===== config.mk =====
export PLATFORM = sky130hd
export DESIGN_NAME = pci_power_state_wake_control
export DESIGN_NICKNAME = d
export VERILOG_FILES = /design/src/rtl/power_wake_pkg.sv /design/src/rtl/pci_power_state_wake_control.sv /design/src/rtl/wake_frame_detect.sv
export SDC_FILE = /design/constraint.sdc
export NUM_CORES = 1
export LEC_CHECK = 0
export BUFFER_PORTS_ARGS = -buffer_cell sky130_fd_sc_hd__clkbuf_2
export CORE_AREA = 8 8 135 137
export DETAILED_ROUTE_END_ITERATION = 6
export DIE_AREA = 0 0 143 145
export GPL_TIMING_DRIVEN = 0
export PLACE_DENSITY = 0.64
export SYNTH_ARGS = -nofsm -noshare
export SYNTH_HDL_FRONTEND = slang
export SYNTH_HIERARCHICAL = 1
export SYNTH_SLANG_ARGS = --single-unit

===== constraint.sdc =====
create_clock -name i_sys_clk -period 3.4 [get_ports i_sys_clk]
set_clock_uncertainty 0.1 [all_clocks]
set_input_delay 0.51 -clock i_sys_clk [delete_from_list [all_inputs] [get_ports i_sys_clk]]
set_output_delay 0.51 -clock i_sys_clk [all_outputs]
set_load 0.1 [all_outputs]

===== src/rtl/power_wake_pkg.sv =====
package power_wake_pkg;

  localparam logic [7:0] WAKE_CMD_STATUS_OFFSET = 8'h40;
  localparam logic [7:0] POWER_CTRL_OFFSET = 8'h44;
  localparam logic [7:0] RX_FILTER_OFFSET = 8'h48;

  localparam int POWER_STATE_LSB = 0;
  localparam int WAKE_ENABLE_BIT = 8;
  localparam int WAKE_FLAG_BIT = 15;
  localparam int RX_FILTER_ENABLE_BIT = 31;

  localparam logic [31:0] WAKE_CMD_STATUS_RESET = 32'h0000_0000;
  localparam logic [31:0] RX_FILTER_RESET = 32'h0000_0000;
  localparam logic [1:0] POWER_STATE_RESET = 2'h0;

  localparam logic [1:0] STATE_D0 = 2'h0;
  localparam logic [1:0] STATE_D1 = 2'h1;
  localparam logic [1:0] STATE_D2 = 2'h2;
  localparam logic [1:0] STATE_D3 = 2'h3;

  localparam int SYNC_BYTES = 6;
  localparam int ADDR_COPIES = 16;
  localparam int ADDR_BYTES = 6;
  localparam logic [7:0] SYNC_VALUE = 8'hFF;

  typedef enum logic [1:0] {
    MODE_NORMAL,
    MODE_SLEEP,
    MODE_WAKE_LISTEN
  } power_mode_type;

endpackage


===== src/rtl/pci_power_state_wake_control.sv =====
// Notes on behaviour
// Wake request only possible while the wake signal enable bit is set.
// Wake event sets the wake flag; writing one to it clears it.
// Wake request stays asserted while both flag and enable are one.
// Wake request behaves like a system interrupt line toward the host.
// Low-power state with enable clear means sleep mode, no wake signalling.
// Low-power state with enable set means wake-listening mode.
// Wake frame: valid frame holding six FF bytes then sixteen own addresses.
// With enable set, frames must pass receive filter and wake filter.
// Host keeps enable clear in normal operation to avoid rejecting frames.
// Power states D0, D1, D2, D3hot, D3cold, increasing power saving.
// In D1 only configuration access; no DMA or interrupts; reception continues.
// In D3hot, enable clear or no wake conditions turns the PHY off.
// Leaving D3hot resets configuration except enable and wake flag.
// Clearing enable deasserts the wake request.
// PHY powered in D0-D2; in D3 only with enable and wake conditions.
// Normal mode in D0; D2 and D3hot tolerate a stopped clock.
`timescale 1ns/1ns
`default_nettype none

module pci_power_state_wake_control (
  input wire logic i_sys_clk,
  input wire logic i_rst_n,
  input wire logic i_reg_write,
  input wire logic i_reg_read,
  input wire logic [7:0] i_reg_addr,
  input wire logic [31:0] i_reg_wdata,
  output logic [31:0] o_reg_rdata,
  input wire logic i_aux_power_lost,
  input wire logic i_frame_start,
  input wire logic i_byte_valid,
  input wire logic [7:0] i_byte,
  input wire logic i_frame_end,
  input wire logic i_frame_good,
  input wire logic i_rx_filter_pass,
  input wire logic i_wake_filter_pass,
  input wire logic i_phy_event,
  input wire logic [47:0] i_station_address,
  input wire logic i_config_cycle,
  output logic o_frame_accept,
  output logic o_wake_request_out_n,
  output logic o_phy_power_on,
  output logic o_config_reset,
  output logic o_dma_allowed,
  output logic o_interrupt_allowed,
  output logic o_config_respond,
  output logic o_clock_may_stop,
  output logic [1:0] o_power_mode
);

  logic [31:0] wake_command_status;
  logic [31:0] next_wake_command_status;
  logic [31:0] receive_filter_control;
  logic [31:0] next_receive_filter_control;
  logic [1:0] power_state;
  logic [1:0] next_power_state;
  logic wake_signal_enable;
  logic next_wake_signal_enable;
  logic wake_event_flag;
  logic next_wake_event_flag;
  logic [31:0] next_reg_rdata;
  logic next_frame_accept;
  logic next_wake_request;
  logic next_phy_power_on;
  logic next_config_reset;
  logic next_dma_allowed;
  logic next_interrupt_allowed;
  logic next_config_respond;
  logic next_clock_may_stop;
  power_wake_pkg::power_mode_type mode;
  logic wake_conditions;
  logic pattern_seen;
  logic pattern_frame_wake;
  logic wake_event;
  logic write_power;
  logic leave_d3;
  logic [31:0] power_word;
  logic aux_lost_meta;
  logic aux_lost_sync;
  logic wake_armed;

  wake_frame_detect frame_scan (
    .i_sys_clk(i_sys_clk),
    .i_rst_n(i_rst_n),
    .i_frame_start(i_frame_start),
    .i_byte_valid(i_byte_valid),
    .i_byte(i_byte),
    .i_station_address(i_station_address),
    .o_pattern_seen(pattern_seen)
  );

  // Aux supply sense comes from outside the clock domain
  always_ff @(posedge i_sys_clk or negedge i_rst_n) begin
    if (!i_rst_n) begin
      aux_lost_meta <= 1'b0;
      aux_lost_sync <= 1'b0;
    end else begin
      aux_lost_meta <= i_aux_power_lost;
      aux_lost_sync <= aux_lost_meta;
    end
  end

  // Register decode
  assign write_power = i_reg_write && i_reg_addr == power_wake_pkg::POWER_CTRL_OFFSET;
  assign wake_conditions = |wake_command_status;

  // PHY may stay up in D3 only while a wake can still be reported
  assign wake_armed = wake_signal_enable && wake_conditions &&
    receive_filter_control[power_wake_pkg::RX_FILTER_ENABLE_BIT] && !aux_lost_sync;

  // Pattern only counts once the frame ends good and passes both filters
  assign pattern_frame_wake = i_frame_end && i_frame_good && pattern_seen &&
    i_rx_filter_pass && i_wake_filter_pass;
  assign wake_event = (mode == power_wake_pkg::MODE_WAKE_LISTEN) &&
    (pattern_frame_wake || (i_phy_event && wake_conditions));

  always_comb begin
    mode = power_wake_pkg::MODE_NORMAL;
    if (power_state != power_wake_pkg::STATE_D0) begin
      mode = wake_signal_enable ? power_wake_pkg::MODE_WAKE_LISTEN
                                : power_wake_pkg::MODE_SLEEP;
    end
  end

  // Only a write leaves D3; D3cold ends through reset
  assign leave_d3 = write_power && power_state == power_wake_pkg::STATE_D3 &&
    i_reg_wdata[power_wake_pkg::POWER_STATE_LSB +: 2] != power_wake_pkg::STATE_D3;

  always_comb begin
    next_wake_command_status = wake_command_status;
    next_receive_filter_control = receive_filter_control;
    next_power_state = power_state;
    next_wake_signal_enable = wake_signal_enable;
    next_wake_event_flag = wake_event_flag;
    if (i_reg_write && i_reg_addr == power_wake_pkg::WAKE_CMD_STATUS_OFFSET) begin
      next_wake_command_status = i_reg_wdata;
    end
    if (i_reg_write && i_reg_addr == power_wake_pkg::RX_FILTER_OFFSET) begin
      next_receive_filter_control = i_reg_wdata;
    end
    if (write_power) begin
      next_power_state = i_reg_wdata[power_wake_pkg::POWER_STATE_LSB +: 2];
      next_wake_signal_enable = i_reg_wdata[power_wake_pkg::WAKE_ENABLE_BIT];
      if (i_reg_wdata[power_wake_pkg::WAKE_FLAG_BIT]) begin
        next_wake_event_flag = 1'b0;
      end
    end
    // A same-cycle event beats the write-one clear
    if (wake_event) begin
      next_wake_event_flag = 1'b1;
    end
    if (leave_d3) begin
      next_wake_command_status = power_wake_pkg::WAKE_CMD_STATUS_RESET;
      next_receive_filter_control = power_wake_pkg::RX_FILTER_RESET;
      next_power_state = power_wake_pkg::POWER_STATE_RESET;
    end
  end

  always_comb begin
    power_word = 32'h0000_0000;
    power_word[power_wake_pkg::POWER_STATE_LSB +: 2] = power_state;
    power_word[power_wake_pkg::WAKE_ENABLE_BIT] = wake_signal_enable;
    power_word[power_wake_pkg::WAKE_FLAG_BIT] = wake_event_flag;
    next_reg_rdata = o_reg_rdata;
    if (i_reg_read) begin
      case (i_reg_addr)
        power_wake_pkg::WAKE_CMD_STATUS_OFFSET: next_reg_rdata = wake_command_status;
        power_wake_pkg::POWER_CTRL_OFFSET: next_reg_rdata = power_word;
        power_wake_pkg::RX_FILTER_OFFSET: next_reg_rdata = receive_filter_control;
        default: next_reg_rdata = 32'h0000_0000;
      endcase
    end
  end

  always_comb begin
    // Follows the next flag so a clear or enable drop acts the same edge
    next_wake_request = next_wake_event_flag && next_wake_signal_enable;
    next_frame_accept = i_frame_end && i_frame_good && i_rx_filter_pass &&
      (!wake_signal_enable || i_wake_filter_pass);
    next_phy_power_on = (power_state != power_wake_pkg::STATE_D3) || wake_armed;
    next_config_reset = leave_d3;
    next_dma_allowed = power_state == power_wake_pkg::STATE_D0;
    next_interrupt_allowed = power_state == power_wake_pkg::STATE_D0;
    next_config_respond = i_config_cycle;
    next_clock_may_stop = power_state == power_wake_pkg::STATE_D2 ||
      power_state == power_wake_pkg::STATE_D3;
  end

  // Every output leaves from a flip-flop
  always_ff @(posedge i_sys_clk or negedge i_rst_n) begin
    if (!i_rst_n) begin
      wake_command_status <= power_wake_pkg::WAKE_CMD_STATUS_RESET;
      receive_filter_control <= power_wake_pkg::RX_FILTER_RESET;
      power_state <= power_wake_pkg::POWER_STATE_RESET;
      wake_signal_enable <= 1'b0;
      wake_event_flag <= 1'b0;
      o_reg_rdata <= 32'h0000_0000;
      o_frame_accept <= 1'b0;
      o_wake_request_out_n <= 1'b1;
      o_phy_power_on <= 1'b1;
      o_config_reset <= 1'b0;
      o_dma_allowed <= 1'b1;
      o_interrupt_allowed <= 1'b1;
      o_config_respond <= 1'b0;
      o_clock_may_stop <= 1'b0;
      o_power_mode <= 2'h0;
    end else begin
      wake_command_status <= next_wake_command_status;
      receive_filter_control <= next_receive_filter_control;
      power_state <= next_power_state;
      wake_signal_enable <= next_wake_signal_enable;
      wake_event_flag <= next_wake_event_flag;
      o_reg_rdata <= next_reg_rdata;
      o_frame_accept <= next_frame_accept;
      o_wake_request_out_n <= !next_wake_request;
      o_phy_power_on <= next_phy_power_on;
      o_config_reset <= next_config_reset;
      o_dma_allowed <= next_dma_allowed;
      o_interrupt_allowed <= next_interrupt_allowed;
      o_config_respond <= next_config_respond;
      o_clock_may_stop <= next_clock_may_stop;
      o_power_mode <= mode;
    end
  end

endmodule // pci_power_state_wake_control

`default_nettype wire


===== src/rtl/wake_frame_detect.sv =====
`timescale 1ns/1ns
`default_nettype none

module wake_frame_detect (
  input wire logic i_sys_clk,
  input wire logic i_rst_n,
  input wire logic i_frame_start,
  input wire logic i_byte_valid,
  input wire logic [7:0] i_byte,
  input wire logic [47:0] i_station_address,
  output logic o_pattern_seen
);

  typedef enum logic [1:0] {
    SCAN_SYNC,
    SCAN_ADDR,
    SCAN_DONE
  } scan_type;

  scan_type state;
  scan_type next_state;
  logic [2:0] sync_count;
  logic [2:0] next_sync_count;
  logic [2:0] byte_index;
  logic [2:0] next_byte_index;
  logic [4:0] copy_count;
  logic [4:0] next_copy_count;
  logic next_pattern_seen;
  logic [7:0] expected;

  // Address bytes go out first byte in the low bits
  assign expected = i_station_address[8*byte_index +: 8];

  always_comb begin
    next_state = state;
    next_sync_count = sync_count;
    next_byte_index = byte_index;
    next_copy_count = copy_count;
    next_pattern_seen = o_pattern_seen;
    if (i_frame_start) begin
      next_state = SCAN_SYNC;
      next_sync_count = 3'h0;
      next_byte_index = 3'h0;
      next_copy_count = 5'h00;
      next_pattern_seen = 1'b0;
    end else if (i_byte_valid) begin
      case (state)
        SCAN_SYNC: begin
          if (i_byte == power_wake_pkg::SYNC_VALUE) begin
            if (sync_count == 3'(power_wake_pkg::SYNC_BYTES - 1)) begin
              next_state = SCAN_ADDR;
            end else begin
              next_sync_count = sync_count + 3'h1;
            end
          end else begin
            next_sync_count = 3'h0;
          end
        end
        SCAN_ADDR: begin
          if (i_byte == expected) begin
            next_sync_count = 3'h0;
            if (byte_index == 3'(power_wake_pkg::ADDR_BYTES - 1)) begin
              next_byte_index = 3'h0;
              if (copy_count == 5'(power_wake_pkg::ADDR_COPIES - 1)) begin
                next_state = SCAN_DONE;
                next_pattern_seen = 1'b1;
              end else begin
                next_copy_count = copy_count + 5'h01;
              end
            end else begin
              next_byte_index = byte_index + 3'h1;
            end
          end else if (i_byte == power_wake_pkg::SYNC_VALUE && byte_index == 3'h0 &&
                       copy_count == 5'h00) begin
            // Extra sync bytes: run of FF longer than six still qualifies
            next_state = SCAN_ADDR;
          end else begin
            // Restart; this byte may begin a new sync run
            next_state = SCAN_SYNC;
            next_byte_index = 3'h0;
            next_copy_count = 5'h00;
            next_sync_count = (i_byte == power_wake_pkg::SYNC_VALUE) ? 3'h1 : 3'h0;
          end
        end
        SCAN_DONE: begin
          next_state = SCAN_DONE;
        end
        default: begin
          next_state = SCAN_SYNC;
        end
      endcase
    end
  end

  always_ff @(posedge i_sys_clk or negedge i_rst_n) begin
    if (!i_rst_n) begin
      state <= SCAN_SYNC;
      sync_count <= 3'h0;
      byte_index <= 3'h0;
      copy_count <= 5'h00;
      o_pattern_seen <= 1'b0;
    end else begin
      state <= next_state;
      sync_count <= next_sync_count;
      byte_index <= next_byte_index;
      copy_count <= next_copy_count;
      o_pattern_seen <= next_pattern_seen;
    end
  end

endmodule // wake_frame_detect

`default_nettype wire


==> metrics.md <==
| Metric | Value |
|---|---|
| Status | `completed` |
| Vias | `5724` |
| Synth Cell Area | `6340 um2` |
| Post-route cell area | `8000 um2` |
| CP Class | `flop to flop` |
| Fin crit period | `2.56 ns` |
| Critical Path RT | `3.64 ns` |
| GRT Util Overall | `18.7%` |
| Initial Util | `39.2%` |
| Number of buffers created by CTS | `17` |
| Share of flip-flops with an asynchronous set or reset | `100%` |
| Synth top area cells | `dfrtp_1 48%, nand2_1 8.7%, a21oi_1 5.9%` |
| Root buf cell | `clkbuf_16` |
| Critical path arrival | `2.80 ns` |
| Drt first pass iters | `5` |
| CORE AREA | `16200 um2` |
| Peak supply drop | `329 uV` |
| Clk slew on worst S/H paths | `0.06 ns` |
| RSZ-0062 raised after global routing | `no` |
| Post_cts resized | `0` |
| Site Rows | `47` |
| Critical Path Fanout Max | `10` |
| EDFF count, synth | `0` |
| Total Die Area | `20700 um2` |
| Total routed wirelength | `19000 um` |
| Layout cells sized above 1 | `25.2%` |
| # port buffers | `148` |
| Fin. Hold Viols | `0` |
| WHS | `0.0993 ns` |
| Worst skew pair latency | `0.42 ns` |
| Worst Max-Slew Pin Slew | `0.687 ns` |
| Mapped Cells | `690` |
| Core Util, Final | `49.5%` |
| Max clock buf depth | `2` |
| H-tree level count | `4` |
| Vias/cell | `5.24` |
| Yosys warning total | `6` |
| Number of clock sinks | `125` |
| I/O pin cnt | `151` |
| First-pass GRT wire length | `30500 um` |
| Final setup vio count | `0` |
| Die X | `143 um` |
| Nets | `973` |
| Post-CTS Setup Inserts | `0` |
| Pins Over Slew Limit | `0` |
| Worst hold path class | `input port to flop` |
| Detail Placement HPWL | `13800 um` |
| Grt ovf | `0` |
| CTS tree | `built` |
| Fmax | `0.390 GHz` |
| Area leader, netlist | `dfrtp_1` |
| #FFs+latches synth | `125` |
| Startpoint type of the worst setup path | `flop` |
| Hold_buf cts | `1` |
| Power per cell area | `464 nW/um2` |
| Syn Nets | `804` |
| Antenna violations before repair | `0` |
| Period utilisation layout | `75.4%` |
| MaxCap Viol Count | `0` |
| Leakage power | `3.55 nW` |
| Iteration-0 DRC Markers | `430` |
| Yosys cell types | `50` |
| DRT antenna net count | `0` |
| Pin count of the biggest net entering global routing | `99` |
| Dpl cell area | `7390 um2` |
| Ys flop type | `dfrtp_1` |
| Die Height | `145 um` |
| Relative slew slack | `54.1%` |
| GPL Wtd Cong | `0.868` |
| Filler cell count | `1561` |
| DRC errors left | `0` |
| Crit. End Element | `flop` |
| Number of global-route vias before repair | `6027` |
| Seq/Total Area, Yosys | `49.4%` |
| Routed len/inst | `17.4 um` |
| Synth top area share | `48.1%` |
| Syn_area_per_cell | `9.19 um2` |
| Area delta synth->final | `26.2%` |
-- through the flow --
stage               total power (W)  worst slack [ns]  instances  TNS (ns)
floorplan                   0.00175              1.20        690         0
global placement            0.00191            -0.353       1058    -41.70
detailed placement          0.00192             0.841       1059         0
CTS                         0.00375             0.820       1092         0
global route                0.00384             0.711       1092         0
finish                      0.00371             0.838       1093         0
-- cell usage after synthesis (2+ instances only) --
master,instances
o32ai_1,2
ha_1,5
dfrtp_1,122
buf_6,6
nor3_1,24
a21oi_1,75
nand4_1,8
clkbuf_1,17
nor2_1,14
a211oi_2,2
dfstp_2,3
xnor2_1,16
nand2b_1,2
nor2b_1,8
a31oi_1,2
nand3_1,6
a22oi_1,30
a2bb2oi_1,2
and3_1,3
nor4_1,8
mux2i_1,32
o21ai_1,2
o22ai_1,44
nand2_1,147
o211ai_1,2
buf_1,2
o21ai_0,2
and4_1,3
buf_4,4
nor3b_1,2
or4_1,2
nor4_4,2
o31ai_1,4
inv_1,46
o21a_1,8
buf_2,19
-- cells by family after synthesis --
logic type | share of synthesized area, %
AND/OR/NAND/NOR | 17.3
buffers and inverters | 6.89
flip-flops | 49.4
AO/OA/AOI/OAI | 17.8
XOR/XNOR | 2.21
adder cells (fa/ha/maj) | 0.987
multiplexers | 5.41
-- flip-flops by register name, indices dropped and copies added (netlist names), 2 cells and up --
register / count
frame_scan/copy_count: 5
o_reg_rdata: 32
power_state: 2
o_power_mode: 2
wake_command_status: 32
frame_scan/state: 2
frame_scan/byte_index: 3
receive_filter_control: 32
frame_scan/sync_count: 3
-- cell usage in the layout (no fill, tap or decap), types with 3 or more instances in the layout --
cell	n
nand2_1	147
clkbuf_2	147
dfrtp_1	122
a21oi_1	75
inv_1	46
o22ai_1	44
mux2i_1	32
a22oi_1	30
nor3_1	24
buf_2	19
clkbuf_1	19
clkbuf_16	17
xnor2_1	16
nor2_1	14
nor2b_1	8
nor4_1	8
nand4_1	8
o21a_1	8
nand3_1	6
buf_6	6
clkbuf_8	5
ha_1	5
buf_4	4
o31ai_1	4
and4_1	3
and3_1	3
clkinv_2	3
dfstp_2	3
-- power breakdown --
part | switching (W) | internal (W) | total, W
logic | 0.000198 | 0.000124 | 0.000323
clock network | 0.000667 | 0.00116 | 0.00182
registers | 0.0000335 | 0.00153 | 0.00157
-- worst paths after layout --
check | from | to | slack [ns] | cells past startpoint
setup / recovery | frame_scan/byte_index[0]$_DFFE_PN0P_ | frame_scan/o_pattern_seen$_DFFE_PN0P_ | 0.84 | 10
hold / removal | i_config_cycle | o_config_respond$_DFF_PN0_ | 0.1 | 1
setup reg to reg | frame_scan/byte_index[0]$_DFFE_PN0P_ | frame_scan/o_pattern_seen$_DFFE_PN0P_ | 0.84 | 10
hold reg to reg | aux_lost_meta$_DFF_PN0_ | aux_lost_sync$_DFF_PN0_ | 0.26 | 0
max in group asynchronous | i_rst_n | wake_command_status[29]$_DFFE_PN0P_ | 2.00 | 3
min in group asynchronous | i_rst_n | frame_scan/sync_count[0]$_DFFE_PN0P_ | 0.44 | 2
-- layout make-up --
cell class | instances | area (um2) | share of cell area (%)
Clock inverter | 9 | 108 | 1.34
Inverter | 46 | 173 | 2.16
Sequential cell | 125 | 3130 | 39.1
Buffer | 48 | 264 | 3.30
Tap cell | 220 | 275 | 3.44
Antenna cell | 1 | 2.50 | 0.0313
Multi-Input combinational cell | 471 | 2770 | 34.7
Timing Repair Buffer | 150 | 787 | 9.84
Clock buffer | 23 | 488 | 6.10
-- worst max-delay path: stages (launching register included) --
cell and delay, ns:
dfrtp_1 0.38, buf_6 0.14, buf_6 0.14, inv_1 0.08
nand2_1 0.18, o22ai_1 0.24, o22ai_1 0.16, nor4_4 0.46
buf_4 0.26, nand3_1 0.13, a21oi_1 0.19
-- per-layer routing --
metal  wire (um)  GRT usage [%]  up-vias
met1        8060           23.1     2724
met2        9080           30.3      209
met4         379           6.01        0
li1            -              -     2762
met5           0              0        -
met3        1500           5.84       29
No activity file was read; power rests on OpenSTA's default activity.
